### src/hdl/spc_pkg.sv
// Purpose: shared constants and types of the serial port control block
// Assumes: register index map seen as Avalon word addresses
// Notes:   byte address of each register is four times its index
package spc_pkg;
  // register indices (word addresses)
  localparam logic [7:0] IDX_SERIAL_CONTROL_REGISTER = 8'h98;  // serial_control_register
  localparam logic [7:0] IDX_SERIAL_DATA_BUFFER = 8'h99;  // serial_data_buffer
  localparam logic [7:0] IDX_PWR  = 8'h9A;  // power_control_register
  localparam logic [7:0] IDX_BAUD = 8'h9B;  // variable rate divisor
  // control register bit positions
  localparam int SC_MODE0 = 7;  // mode_bit0_or_frame_err
  localparam int SC_MODE1 = 6;  // mode_select_bit1
  localparam int SC_MPS   = 5;  // multiproc_select
  localparam int SC_REN   = 4;  // receive enable
  localparam int SC_TB8   = 3;  // transmit_ninth_bit
  localparam int SC_RB8   = 2;  // receive_ninth_bit
  localparam int SC_TI    = 1;  // transmit_done_flag
  localparam int SC_RI    = 0;  // receive_done_flag
  // power control bit positions
  localparam int PWR_DBL  = 7;  // mode 2 rate doubler
  localparam int PWR_FEV  = 6;  // frame_err_view_select
  // reset values
  localparam logic [7:0] SERIAL_CONTROL_REGISTER_RST = 8'h00;
  localparam logic [7:0] PWR_RST  = 8'h00;
  localparam logic [7:0] BAUD_RST = 8'h00;
  // clock division figures
  localparam int M0_DIV_SLOW = 12;  // mode 0, multiproc_select 0
  localparam int M0_DIV_FAST = 4;   // mode 0, multiproc_select 1
  localparam int M2_DIV_SLOW = 64;  // mode 2, doubler off
  localparam int M2_DIV_FAST = 32;  // mode 2, doubler on
  localparam int OVERSAMPLE  = 16;  // ticks per async bit
  localparam logic [3:0] TICK_MID  = 4'h7;
  localparam logic [3:0] TICK_LAST = 4'hF;
  // serial operating modes, code is {bit0, bit1}
  typedef enum logic [1:0] {
    SPC_MODE0 = 2'b00,
    SPC_MODE1 = 2'b01,
    SPC_MODE2 = 2'b10,
    SPC_MODE3 = 2'b11
  } spc_mode_t;
  // receiver states
  typedef enum logic [1:0] {
    RX_IDLE  = 2'b00,
    RX_START = 2'b01,
    RX_DATA  = 2'b10,
    RX_STOP  = 2'b11
  } spc_rx_st_t;
endpackage

### src/hdl/spc_rx_if.sv
// Purpose: link between control logic and asynchronous receiver
// Assumes: one clock domain
// Notes:   done is a one-cycle pulse with data, ninth and stop valid
`timescale 1ns/10ps
interface spc_rx_if;
  logic       en;     // reception allowed
  logic       nine;   // frame carries a ninth bit
  logic       tick;   // oversample tick
  logic       done;   // frame received
  logic [7:0] data;   // received byte
  logic       ninth;  // received ninth bit
  logic       stop;   // sampled stop bit
  modport ctl (output en, nine, tick, input done, data, ninth, stop);
  modport rx  (input en, nine, tick, output done, data, ninth, stop);
endinterface

### src/hdl/spc_rate.sv
// Purpose: rate tick generator for the serial port
// Assumes: mode 0 tick is a half bit, other modes a 1/16 bit
// Notes:   free running, so the first mode 0 half bit may be short
`timescale 1ns/10ps
module spc_rate (
  // clock and reset
  input  wire logic              i_sys_clk,
  input  wire logic              i_rst,
  // rate selection
  input  wire spc_pkg::spc_mode_t i_mode,
  input  wire logic              i_mps,
  input  wire logic              i_dbl,
  input  wire logic [7:0]        i_div,
  // tick out
  output logic                   o_tick
);
  import spc_pkg::*;
  localparam logic [7:0] M0_SLOW = 8'((M0_DIV_SLOW / 2) - 1);
  localparam logic [7:0] M0_FAST = 8'((M0_DIV_FAST / 2) - 1);
  localparam logic [7:0] M2_SLOW = 8'((M2_DIV_SLOW / OVERSAMPLE) - 1);
  localparam logic [7:0] M2_FAST = 8'((M2_DIV_FAST / OVERSAMPLE) - 1);
  logic [7:0] cnt_q;  // divider count
  logic [7:0] lim;    // terminal count for the mode
  // pick the terminal count
  always_comb begin
    unique case (i_mode)
      SPC_MODE0: lim = i_mps ? M0_FAST : M0_SLOW;
      SPC_MODE2: lim = i_dbl ? M2_FAST : M2_SLOW;
      SPC_MODE1,
      SPC_MODE3: lim = i_div;
    endcase
  end
  // divider
  always_ff @(posedge i_sys_clk) begin
    if (i_rst) begin
      cnt_q  <= 8'h00;
      o_tick <= 1'b0;
    end else if (cnt_q >= lim) begin
      cnt_q  <= 8'h00;
      o_tick <= 1'b1;
    end else begin
      cnt_q  <= cnt_q + 8'h01;
      o_tick <= 1'b0;
    end
  end
endmodule

### src/hdl/spc_rx.sv
// Purpose: asynchronous receiver for modes 1, 2 and 3
// Assumes: line input synchronous to the clock
// Notes:   stop sampled mid bit, done raised there
`timescale 1ns/10ps
module spc_rx (
  // clock and reset
  input  wire logic i_sys_clk,
  input  wire logic i_rst,
  // line
  input  wire logic i_rxd,
  // control side
  spc_rx_if.rx      rx
);
  import spc_pkg::*;
  spc_rx_st_t st_q;   // receiver state
  logic [3:0] tc_q;   // tick count in bit
  logic [3:0] bn_q;   // bits shifted so far
  logic [8:0] sh_q;   // shift register, lsb first
  // frame walk
  always_ff @(posedge i_sys_clk) begin
    if (i_rst) begin
      st_q     <= RX_IDLE;
      tc_q     <= 4'h0;
      bn_q     <= 4'h0;
      sh_q     <= 9'h000;
      rx.done  <= 1'b0;
      rx.data  <= 8'h00;
      rx.ninth <= 1'b0;
      rx.stop  <= 1'b0;
    end else begin
      rx.done <= 1'b0;
      unique case (st_q)
        RX_IDLE: begin
          tc_q <= 4'h0;
          if (rx.en && !i_rxd) begin
            st_q <= RX_START;
          end
        end
        RX_START: if (rx.tick) begin
          tc_q <= tc_q + 4'h1;
          if (tc_q == TICK_MID) begin
            // a glitch shorter than half a bit is dropped
            st_q <= i_rxd ? RX_IDLE : RX_DATA;
            tc_q <= 4'h0;
            bn_q <= 4'h0;
          end
        end
        RX_DATA: if (rx.tick) begin
          tc_q <= tc_q + 4'h1;
          if (tc_q == TICK_LAST) begin
            sh_q <= {i_rxd, sh_q[8:1]};
            bn_q <= bn_q + 4'h1;
            if (bn_q == (rx.nine ? 4'h8 : 4'h7)) begin
              st_q <= RX_STOP;
            end
          end
        end
        RX_STOP: if (rx.tick) begin
          tc_q <= tc_q + 4'h1;
          if (tc_q == TICK_LAST) begin
            rx.done  <= 1'b1;
            rx.stop  <= i_rxd;
            rx.data  <= rx.nine ? sh_q[7:0] : sh_q[8:1];
            rx.ninth <= rx.nine & sh_q[8];
            st_q     <= RX_IDLE;
          end
        end
      endcase
    end
  end
endmodule

### src/hdl/spc_top.sv
// Purpose: serial port control, status and shifting behind Avalon-MM
// Assumes: registers at word addresses equal to their indices
// Notes:   one transfer engine serves transmit and mode 0 receive
//
// Summary of operation
// - bit 7 is mode bit or frame error
// - bad stop bit sets sticky frame error in error view
// - bit 6 with bit 7 picks mode
// - modes 2/3 multiproc drops ninth-bit-zero frames
// - mode 1 multiproc needs valid stop bit
// - mode 0 clock divides by 12 or 4
// - receive enable bit gates reception
// - modes 2/3 send software ninth bit
// - ninth bit field captures ninth or stop
// - transmit done at bit 8 end or stop
// - receive done at bit 8 or mid stop
// - four modes with their frame lengths
// - data buffer reads receive, writes transmit
`timescale 1ns/10ps
module spc_top (
  // clock and reset
  input  wire logic        i_sys_clk,
  input  wire logic        i_rst,
  // avalon-mm slave
  input  wire logic [7:0]  i_avs_address,
  input  wire logic        i_avs_read,
  input  wire logic        i_avs_write,
  input  wire logic [31:0] i_avs_writedata,
  input  wire logic [3:0]  i_avs_byteenable,
  output logic [31:0]      o_avs_readdata,
  output logic             o_avs_waitrequest,
  // serial pins
  input  wire logic        i_rxd,
  output logic             o_rxd,
  output logic             o_rxd_oe,
  output logic             o_txd
);
  import spc_pkg::*;

  // transfer engine states
  typedef enum logic [1:0] {
    ENG_IDLE = 2'b00,
    ENG_TX   = 2'b01,
    ENG_M0TX = 2'b10,
    ENG_M0RX = 2'b11
  } spc_eng_st_t;

  // control register fields
  logic        sm0_q;   // mode bit 0
  logic        sm1_q;   // mode bit 1
  logic        mps_q;   // multiproc_select
  logic        ren_q;   // receive enable
  logic        tb8_q;   // transmit_ninth_bit
  logic        rb8_q;   // receive_ninth_bit
  logic        ti_q;    // transmit_done_flag
  logic        ri_q;    // receive_done_flag
  logic        fe_q;    // frame error flag
  // power control fields
  logic        fev_q;   // frame_err_view_select
  logic        dbl_q;   // mode 2 rate doubler
  // other registers
  logic [7:0]  baud_q;  // variable rate divisor
  logic [7:0]  rbuf_q;  // receive side of the data buffer

  // bus handshake
  logic        acc;     // request completes at this edge
  logic        wr_acc;  // write completes, low lane enabled
  logic        wr_serial_control_register; // control register write
  logic        wr_serial_data_buffer; // data buffer write
  logic [7:0]  wd;      // low byte of write data
  logic [7:0]  serial_control_register_rd; // control register read view

  // transfer engine
  spc_eng_st_t st_q;    // engine state
  logic [10:0] sh_q;    // shift register
  logic [3:0]  tc_q;    // tick count in bit
  logic [3:0]  bn_q;    // bit number
  logic [3:0]  last;    // index of stop bit
  logic        ph_q;    // mode 0 clock phase, 1 is high half
  logic        ti_set_q;  // engine asks to set transmit done
  logic        m0_done_q; // engine finished a mode 0 receive

  // shared signals
  spc_mode_t   mode;    // current operating mode
  logic        tick;    // rate tick
  spc_rx_if    rxi ();  // async receiver link
  logic        rx_ok;   // async frame passes multiproc filter

  // mode decode
  assign mode = spc_mode_t'({sm0_q, sm1_q});

  // rate generator
  spc_rate u_rate (
    .i_sys_clk (i_sys_clk),
    .i_rst     (i_rst),
    .i_mode    (mode),
    .i_mps     (mps_q),
    .i_dbl     (dbl_q),
    .i_div     (baud_q),
    .o_tick    (tick)
  );

  // asynchronous receiver, idle in mode 0
  assign rxi.en   = ren_q && (mode != SPC_MODE0);
  assign rxi.nine = sm0_q;  // modes 2 and 3 carry a ninth bit
  assign rxi.tick = tick;

  spc_rx u_rx (
    .i_sys_clk (i_sys_clk),
    .i_rst     (i_rst),
    .i_rxd     (i_rxd),
    .rx        (rxi)
  );

  // bus decode
  assign acc     = (i_avs_read || i_avs_write) && !o_avs_waitrequest;
  assign wr_acc  = acc && i_avs_write && i_avs_byteenable[0];
  assign wd      = i_avs_writedata[7:0];
  assign wr_serial_control_register = wr_acc && (i_avs_address == IDX_SERIAL_CONTROL_REGISTER);
  assign wr_serial_data_buffer = wr_acc && (i_avs_address == IDX_SERIAL_DATA_BUFFER);

  // bit 7 shows the error flag or the mode bit
  assign serial_control_register_rd = {fev_q ? fe_q : sm0_q,
                    sm1_q, mps_q, ren_q, tb8_q, rb8_q, ti_q, ri_q};

  // multiproc filter for a finished async frame
  always_comb begin
    if (mode == SPC_MODE1) begin
      rx_ok = !mps_q || rxi.stop;
    end else begin
      rx_ok = !mps_q || rxi.ninth;
    end
  end

  // stop bit index: 10 bit frame in mode 1, 11 bit otherwise
  assign last = (mode == SPC_MODE1) ? 4'h9 : 4'hA;

  // waitrequest: high on the first cycle of a request, low on the second
  always_ff @(posedge i_sys_clk) begin
    if (i_rst) begin
      o_avs_waitrequest <= 1'b1;
    end else if ((i_avs_read || i_avs_write) && o_avs_waitrequest) begin
      o_avs_waitrequest <= 1'b0;
    end else begin
      o_avs_waitrequest <= 1'b1;
    end
  end

  // read data, latched as the request is first seen
  always_ff @(posedge i_sys_clk) begin
    if (i_rst) begin
      o_avs_readdata <= 32'h0000_0000;
    end else if (i_avs_read && o_avs_waitrequest) begin
      unique case (i_avs_address)
        IDX_SERIAL_CONTROL_REGISTER: o_avs_readdata <= {24'h000000, serial_control_register_rd};
        IDX_SERIAL_DATA_BUFFER: o_avs_readdata <= {24'h000000, rbuf_q};
        IDX_PWR:  o_avs_readdata <= {24'h000000, dbl_q, fev_q, 6'h00};
        IDX_BAUD: o_avs_readdata <= {24'h000000, baud_q};
        default:  o_avs_readdata <= 32'h0000_0000;  // unmapped reads zero
      endcase
    end
  end

  // mode and software-only control fields
  always_ff @(posedge i_sys_clk) begin
    if (i_rst) begin
      sm0_q <= SERIAL_CONTROL_REGISTER_RST[SC_MODE0];
      sm1_q <= SERIAL_CONTROL_REGISTER_RST[SC_MODE1];
      mps_q <= SERIAL_CONTROL_REGISTER_RST[SC_MPS];
      ren_q <= SERIAL_CONTROL_REGISTER_RST[SC_REN];
      tb8_q <= SERIAL_CONTROL_REGISTER_RST[SC_TB8];
    end else if (wr_serial_control_register) begin
      if (!fev_q) begin
        sm0_q <= wd[SC_MODE0];
      end
      sm1_q <= wd[SC_MODE1];
      mps_q <= wd[SC_MPS];
      ren_q <= wd[SC_REN];
      tb8_q <= wd[SC_TB8];
    end
  end

  // power control and divisor
  always_ff @(posedge i_sys_clk) begin
    if (i_rst) begin
      fev_q  <= PWR_RST[PWR_FEV];
      dbl_q  <= PWR_RST[PWR_DBL];
      baud_q <= BAUD_RST;
    end else begin
      if (wr_acc && (i_avs_address == IDX_PWR)) begin
        fev_q <= wd[PWR_FEV];
        dbl_q <= wd[PWR_DBL];
      end
      if (wr_acc && (i_avs_address == IDX_BAUD)) begin
        baud_q <= wd;
      end
    end
  end

  // transmit done flag; a hardware set beats a same-cycle software clear
  always_ff @(posedge i_sys_clk) begin
    if (i_rst) begin
      ti_q <= SERIAL_CONTROL_REGISTER_RST[SC_TI];
    end else if (ti_set_q) begin
      ti_q <= 1'b1;
    end else if (wr_serial_control_register) begin
      ti_q <= wd[SC_TI];
    end
  end

  // frame error flag, cleared only by a write in error view
  always_ff @(posedge i_sys_clk) begin
    if (i_rst) begin
      fe_q <= 1'b0;
    end else if (rxi.done && !rxi.stop && fev_q) begin
      fe_q <= 1'b1;
    end else if (wr_serial_control_register && fev_q) begin
      fe_q <= wd[SC_MODE0];
    end
  end

  // receive done flag, ninth bit and receive buffer
  always_ff @(posedge i_sys_clk) begin
    if (i_rst) begin
      ri_q   <= SERIAL_CONTROL_REGISTER_RST[SC_RI];
      rb8_q  <= SERIAL_CONTROL_REGISTER_RST[SC_RB8];
      rbuf_q <= 8'h00;
    end else begin
      // software first, so a hardware set below wins
      if (wr_serial_control_register) begin
        ri_q  <= wd[SC_RI];
        rb8_q <= wd[SC_RB8];
      end
      if (m0_done_q) begin
        // mode 0: ninth bit field left alone
        rbuf_q <= sh_q[7:0];
        ri_q   <= 1'b1;
      end else if (rxi.done && !ri_q && rx_ok) begin
        // an unread frame is kept; the new one is lost
        rbuf_q <= rxi.data;
        ri_q   <= 1'b1;
        if (mode == SPC_MODE1) begin
          rb8_q <= rxi.stop;
        end else begin
          rb8_q <= rxi.ninth;
        end
      end
    end
  end

  // transfer engine: async transmit and both mode 0 directions
  always_ff @(posedge i_sys_clk) begin
    if (i_rst) begin
      st_q      <= ENG_IDLE;
      sh_q      <= 11'h7FF;
      tc_q      <= 4'h0;
      bn_q      <= 4'h0;
      ph_q      <= 1'b0;
      o_txd     <= 1'b1;
      o_rxd     <= 1'b1;
      o_rxd_oe  <= 1'b0;
      ti_set_q  <= 1'b0;
      m0_done_q <= 1'b0;
    end else begin
      ti_set_q  <= 1'b0;
      m0_done_q <= 1'b0;
      unique case (st_q)
        ENG_IDLE: begin
          tc_q     <= 4'h0;
          bn_q     <= 4'h0;
          ph_q     <= 1'b0;
          o_txd    <= 1'b1;
          o_rxd_oe <= 1'b0;
          if (wr_serial_data_buffer && (mode == SPC_MODE0)) begin
            // clock low first half, data set up on the data pin
            sh_q     <= {3'b111, wd};
            o_rxd    <= wd[0];
            o_rxd_oe <= 1'b1;
            o_txd    <= 1'b0;
            st_q     <= ENG_M0TX;
          end else if (wr_serial_data_buffer) begin
            // start, eight data bits, ninth or stop, stop
            sh_q  <= {1'b1, sm0_q ? tb8_q : 1'b1, wd, 1'b0};
            o_txd <= 1'b0;
            st_q  <= ENG_TX;
          end else if ((mode == SPC_MODE0) && ren_q && !ri_q && !m0_done_q) begin
            // mode 0 receive waits for software to clear the receive done flag
            o_txd <= 1'b0;
            st_q  <= ENG_M0RX;
          end
        end
        ENG_TX: if (tick) begin
          tc_q <= tc_q + 4'h1;
          if (tc_q == TICK_LAST) begin
            bn_q <= bn_q + 4'h1;
            sh_q <= {1'b1, sh_q[10:1]};
            if (bn_q == last) begin
              o_txd <= 1'b1;
              st_q  <= ENG_IDLE;
            end else begin
              o_txd <= sh_q[1];
              if ((bn_q + 4'h1) == last) begin
                ti_set_q <= 1'b1;
              end
            end
          end
        end
        ENG_M0TX,
        ENG_M0RX: if (tick) begin
          ph_q <= !ph_q;
          if (!ph_q) begin
            // rising clock: receiver samples the data pin
            o_txd <= 1'b1;
            if (st_q == ENG_M0RX) begin
              sh_q[7:0] <= {i_rxd, sh_q[7:1]};
            end
          end else if (bn_q == 4'h7) begin
            // end of the eighth bit time
            o_txd    <= 1'b1;
            o_rxd    <= 1'b1;
            o_rxd_oe <= 1'b0;
            st_q     <= ENG_IDLE;
            if (st_q == ENG_M0TX) begin
              ti_set_q <= 1'b1;
            end else begin
              m0_done_q <= 1'b1;
            end
          end else begin
            o_txd <= 1'b0;
            bn_q  <= bn_q + 4'h1;
            if (st_q == ENG_M0TX) begin
              sh_q  <= {1'b1, sh_q[10:1]};
              o_rxd <= sh_q[1];
            end
          end
        end
      endcase
    end
  end

endmodule

### config.mk
export PLATFORM = sky130hd
export DESIGN_NAME = spc_top
export DESIGN_NICKNAME = d
export VERILOG_FILES = /design/src/hdl/spc_pkg.sv /design/src/hdl/spc_rx_if.sv /design/src/hdl/spc_rate.sv /design/src/hdl/spc_rx.sv /design/src/hdl/spc_top.sv
export SDC_FILE = /design/constraint.sdc
export NUM_CORES = 1
export LEC_CHECK = 0
export ABC_AREA = 1
export BUFFER_PORTS_ARGS = -buffer_cell sky130_fd_sc_hd__buf_2
export CAP_MARGIN = 40
export CORE_MARGIN = 1
export CORE_UTILIZATION = 35
export DETAILED_ROUTE_END_ITERATION = 16
export PLACE_DENSITY = 0.53
export SYNTH_ARGS = -nofsm -noshare
export SYNTH_HDL_FRONTEND = slang
export SYNTH_SLANG_ARGS = --single-unit
### constraint.sdc
create_clock -name i_sys_clk -period 4.9 [get_ports i_sys_clk]
set_input_delay 0.735 -clock i_sys_clk [delete_from_list [all_inputs] [get_ports i_sys_clk]]
set_output_delay 0.735 -clock i_sys_clk [all_outputs]
set_load 0.02 [all_outputs]
==> summary.txt <==
post-CTS setup buffer count: 0
Worst setup SP type: register
type of the worst min-delay path: reg2reg
row count: 45
insertion delay to the later sink of the worst-skew pair: 360 ps
antenna cells: 0
commonest cells in the netlist: sky130_fd_sc_hd__nand2_1, sky130_fd_sc_hd__dfxtp_1, sky130_fd_sc_hd__nand3_1
Root Buffer: sky130_fd_sc_hd__clkbuf_16
number of global-route vias before repair: 4426
TritonCTS Buffers: 9
cell types occupying the most area after synthesis: sky130_fd_sc_hd__dfxtp_1, sky130_fd_sc_hd__nand2_1, sky130_fd_sc_hd__nand3_1
R2R setup slack: 2240 ps
count of pins on the block boundary: 85
largest driver fanout on the critical path: 17
HPWL after DPL: 10.2 mm
initial antenna violation count: 0
Peak VDD IR: 167 uV
area of the die: 0.0162 sq mm
clock tree from TritonCTS: built
final clock skew: 6.21 ps
time the worst path needs with I/O delays and setup: 2660 ps
leakage component of the power: 0.00260 uW
sequential share of power: 39.8%
startpoint of the tightest hold check path: o_rxd
Reg-to-Reg Start: rxi.nine
Switching Fraction: 36.4%
DRT antenna net count: 0
delay of the slowest critical-path stage: 640 ps
Internal Dissipation: 1590 uW
most numerous cell in the Yosys netlist: sky130_fd_sc_hd__nand2_1
clock-pin slew on the worst setup and hold paths: 70 ps
routing usage on met3: 2.22%
routability cong.: 0.818
highest clock rate: 375 MHz
met2 global-route usage: 27.1%
H-tree levels: 3
max-capacitance violation count: 0
Core Box Area: 0.0153 sq mm
number of vias in the routed layout: 4935
IO Port Bufs: 33
WHS Path Cells: 2
number of warning messages in the yosys log: 0
post-synthesis instance area: 0.00551 sq mm
outcome: complete, no violations
via-per-instance ratio: 4.83
PwrDens: 413 mW/mm^2
cells resized by post-CTS repair: 0
RSZ-0062 raised after global routing: false
number of cells produced by synthesis: 782
wire length of the first global-routing pass: 22.9 mm
iteration count of the initial detailed-routing pass: 5
Mapped Avg Cell Area: 7.04 sq um
total overflow reported by the global router: 0
Critical R2R Capture: u_rate.cnt_q[3]
endpoints failing setup: 0
Arr. time, crit path: 2950 ps
final sum of negative setup slack: 0 ps
DRC violations left: 0
max-slew headroom at the worst pin: 55.3%
master of the slowest instance on the critical path: sky130_fd_sc_hd__dfxtp_1
met1 track utilization from global routing: 25.8%
GR peak layer: met2
Tcrit/Tclk final: 54.4%
number of cells on the worst reg-to-reg path: 10
wire length per cell: 13.8 um
actual slew at the worst max-slew pin: 670 ps
P&R area growth vs syn: 9.79%
flip-flop and latch count after synthesis: 101
clock sink total: 101
type of the worst setup path: reg2reg
largest area contributor in the netlist: sky130_fd_sc_hd__dfxtp_1
Net Switching: 907 uW
cells traversed along the worst timing path: inv_2, nand2_1, inv_2, a22oi_1, ha_1, nand2_1, o21ai_0, nand2_1, nand4_1, nor2_1
Setup crit end kind: register
Top FF cell, synth: sky130_fd_sc_hd__dfxtp_1
count of flip-flops with a built-in enable after synthesis: 0
nets@finish: 867
Initial Utilization: 36.1%
die boundary width: 127 um
Die Y: 127 um
clock share of power: 30.9%
Post-Route Hold Slack: 457 ps
drt first-iter violations: 333
hold_buf cts: 0
number of pins with negative max-slew slack in the final report: 0
Most common cell on crit path: sky130_fd_sc_hd__nand2_1
Post-synth ARST share: 0%
final hold violations: 0
aggregate routed wire length: 14.1 mm
Hold Path Sink: o_rxd
overall global routing resource usage: 18.0%
Worst EP required: 5190 ps
portion of synthesized cell area occupied by the leading cell type: 36.7%
Gate power share: 29.3%
CTS Buffer Depth: 2
pin count of the biggest net entering global routing: 50
layout cell share with drive strength beyond 1: 13.6%
proportion of synthesized chip area in sequential cells: 36.7%
Distinct cells, synth: 47
==> final cells by class <==
class,instances,area (sq um)
fillers,1654,9210
multi-input cells,583,2980
flip-flops and latches,101,2020
inverters,75,289
well taps,211,264
clock buffers,9,225
repair buffers,35,180
clock inverters,7,88.8
==> worst max path at each step <==
stage                        start  cells after the start         endpoint
after CTS                 rxi.nine                     10  u_rate.cnt_q[6]
after detailed placement  rxi.nine                     10  u_rate.cnt_q[6]
final                     rxi.nine                     10  u_rate.cnt_q[3]
after global routing      rxi.nine                     10  u_rate.cnt_q[7]
after floorplan              sm1_q                      8  u_rate.cnt_q[0]
after global placement    rxi.nine                     10  u_rate.cnt_q[2]
==> layout by cell type (no fill, tap or decap), types with 2 or more instances in the layout <==
cell | synthesis | final
sky130_fd_sc_hd__buf_4 | 26 | 2
sky130_fd_sc_hd__nand4_2 | 2 | 2
sky130_fd_sc_hd__nand2_2 | 11 | 11
sky130_fd_sc_hd__o21bai_1 | 2 | 2
sky130_fd_sc_hd__o21ai_0 | 46 | 46
sky130_fd_sc_hd__inv_2 | 15 | 15
sky130_fd_sc_hd__nor4_1 | 2 | 2
sky130_fd_sc_hd__inv_1 | 57 | 57
sky130_fd_sc_hd__nor2_2 | 6 | 6
sky130_fd_sc_hd__buf_2 | 4 | 33
sky130_fd_sc_hd__conb_1 | 1 | 24
sky130_fd_sc_hd__o21ai_1 | 12 | 12
sky130_fd_sc_hd__nor2_1 | 58 | 58
sky130_fd_sc_hd__nand3_2 | 2 | 2
sky130_fd_sc_hd__ha_1 | 13 | 13
sky130_fd_sc_hd__nand3_1 | 76 | 76
sky130_fd_sc_hd__nor2_4 | 5 | 5
sky130_fd_sc_hd__nand3_4 | 2 | 2
sky130_fd_sc_hd__nor2_8 | 3 | 3
sky130_fd_sc_hd__a22oi_1 | 3 | 3
sky130_fd_sc_hd__xnor2_1 | 3 | 3
sky130_fd_sc_hd__clkinv_2 | 0 | 4
sky130_fd_sc_hd__xor2_1 | 6 | 6
sky130_fd_sc_hd__clkbuf_16 | 0 | 9
sky130_fd_sc_hd__nand2_4 | 6 | 6
sky130_fd_sc_hd__dfxtp_1 | 101 | 101
sky130_fd_sc_hd__o31ai_1 | 2 | 2
sky130_fd_sc_hd__bufinv_16 | 0 | 2
sky130_fd_sc_hd__nor3_1 | 4 | 4
sky130_fd_sc_hd__nand4_1 | 11 | 11
sky130_fd_sc_hd__a21oi_1 | 66 | 66
sky130_fd_sc_hd__a211oi_1 | 2 | 2
sky130_fd_sc_hd__a31oi_1 | 8 | 8
sky130_fd_sc_hd__nand2_1 | 198 | 198
==> through the flow <==
stage	utilization, %	cells	total power (uW)	setup slack, ps	area (sq um)
floorplan	-	805	1590	3050	5590
global placement	37.6	1005	1740	2210	5730
finish	39.6	1021	2500	2240	6050
CTS	39.6	1021	2510	2170	6050
detailed placement	37.6	1005	1740	2180	5730
global route	39.6	1021	2660	1990	6050
==> power by group through the flow <==
stage	Sequential [uW]	Clock, uW	Combinational [uW]
after CTS	990	789	734
after floorplan	989	0	605
after global routing	1000	817	840
after detailed placement	1010	0	730
after global placement	1010	0	732
final	992	771	732
==> critical path: cells and delay by family (launching register included) <==
kind / cells / cell delay (ps)
buffers and inverters: 2 / 370
adders and majority gates: 1 / 280
DFF: 1 / 640
and+or+nand+nor: 5 / 930
AOI/OAI and AO/OA: 2 / 350
==> cell families after synthesis <==
logic type                 synth area share [%]
adders and majority gates                  2.95
other                                    0.0681
AOI/OAI and AO/OA                          14.3
buffers and inverters                      10.8
DFF                                        36.7
xor gates and xnor gates                   1.43
and+or+nand+nor                            33.7
==> flip-flops by register name (all words and copies together), names as in the netlist, 2 cells and up, named ones only <==
register	flops
u_rx.tc_q	4
u_rx.rx.data	8
u_rx.sh_q	9
st_q	2
tc_q	4
o_avs_readdata	8
bn_q	4
baud_q	8
rbuf_q	8
sh_q	10
u_rate.cnt_q	8
u_rx.bn_q	4
==> per-layer routing <==
layer	part of all wire, %	up-vias
li1	-	2571
met1	52	2231
met2	43	107
met3	2.5	26
met4	2.4	0
met5	0	-
Power figures use the tool's default switching activity.
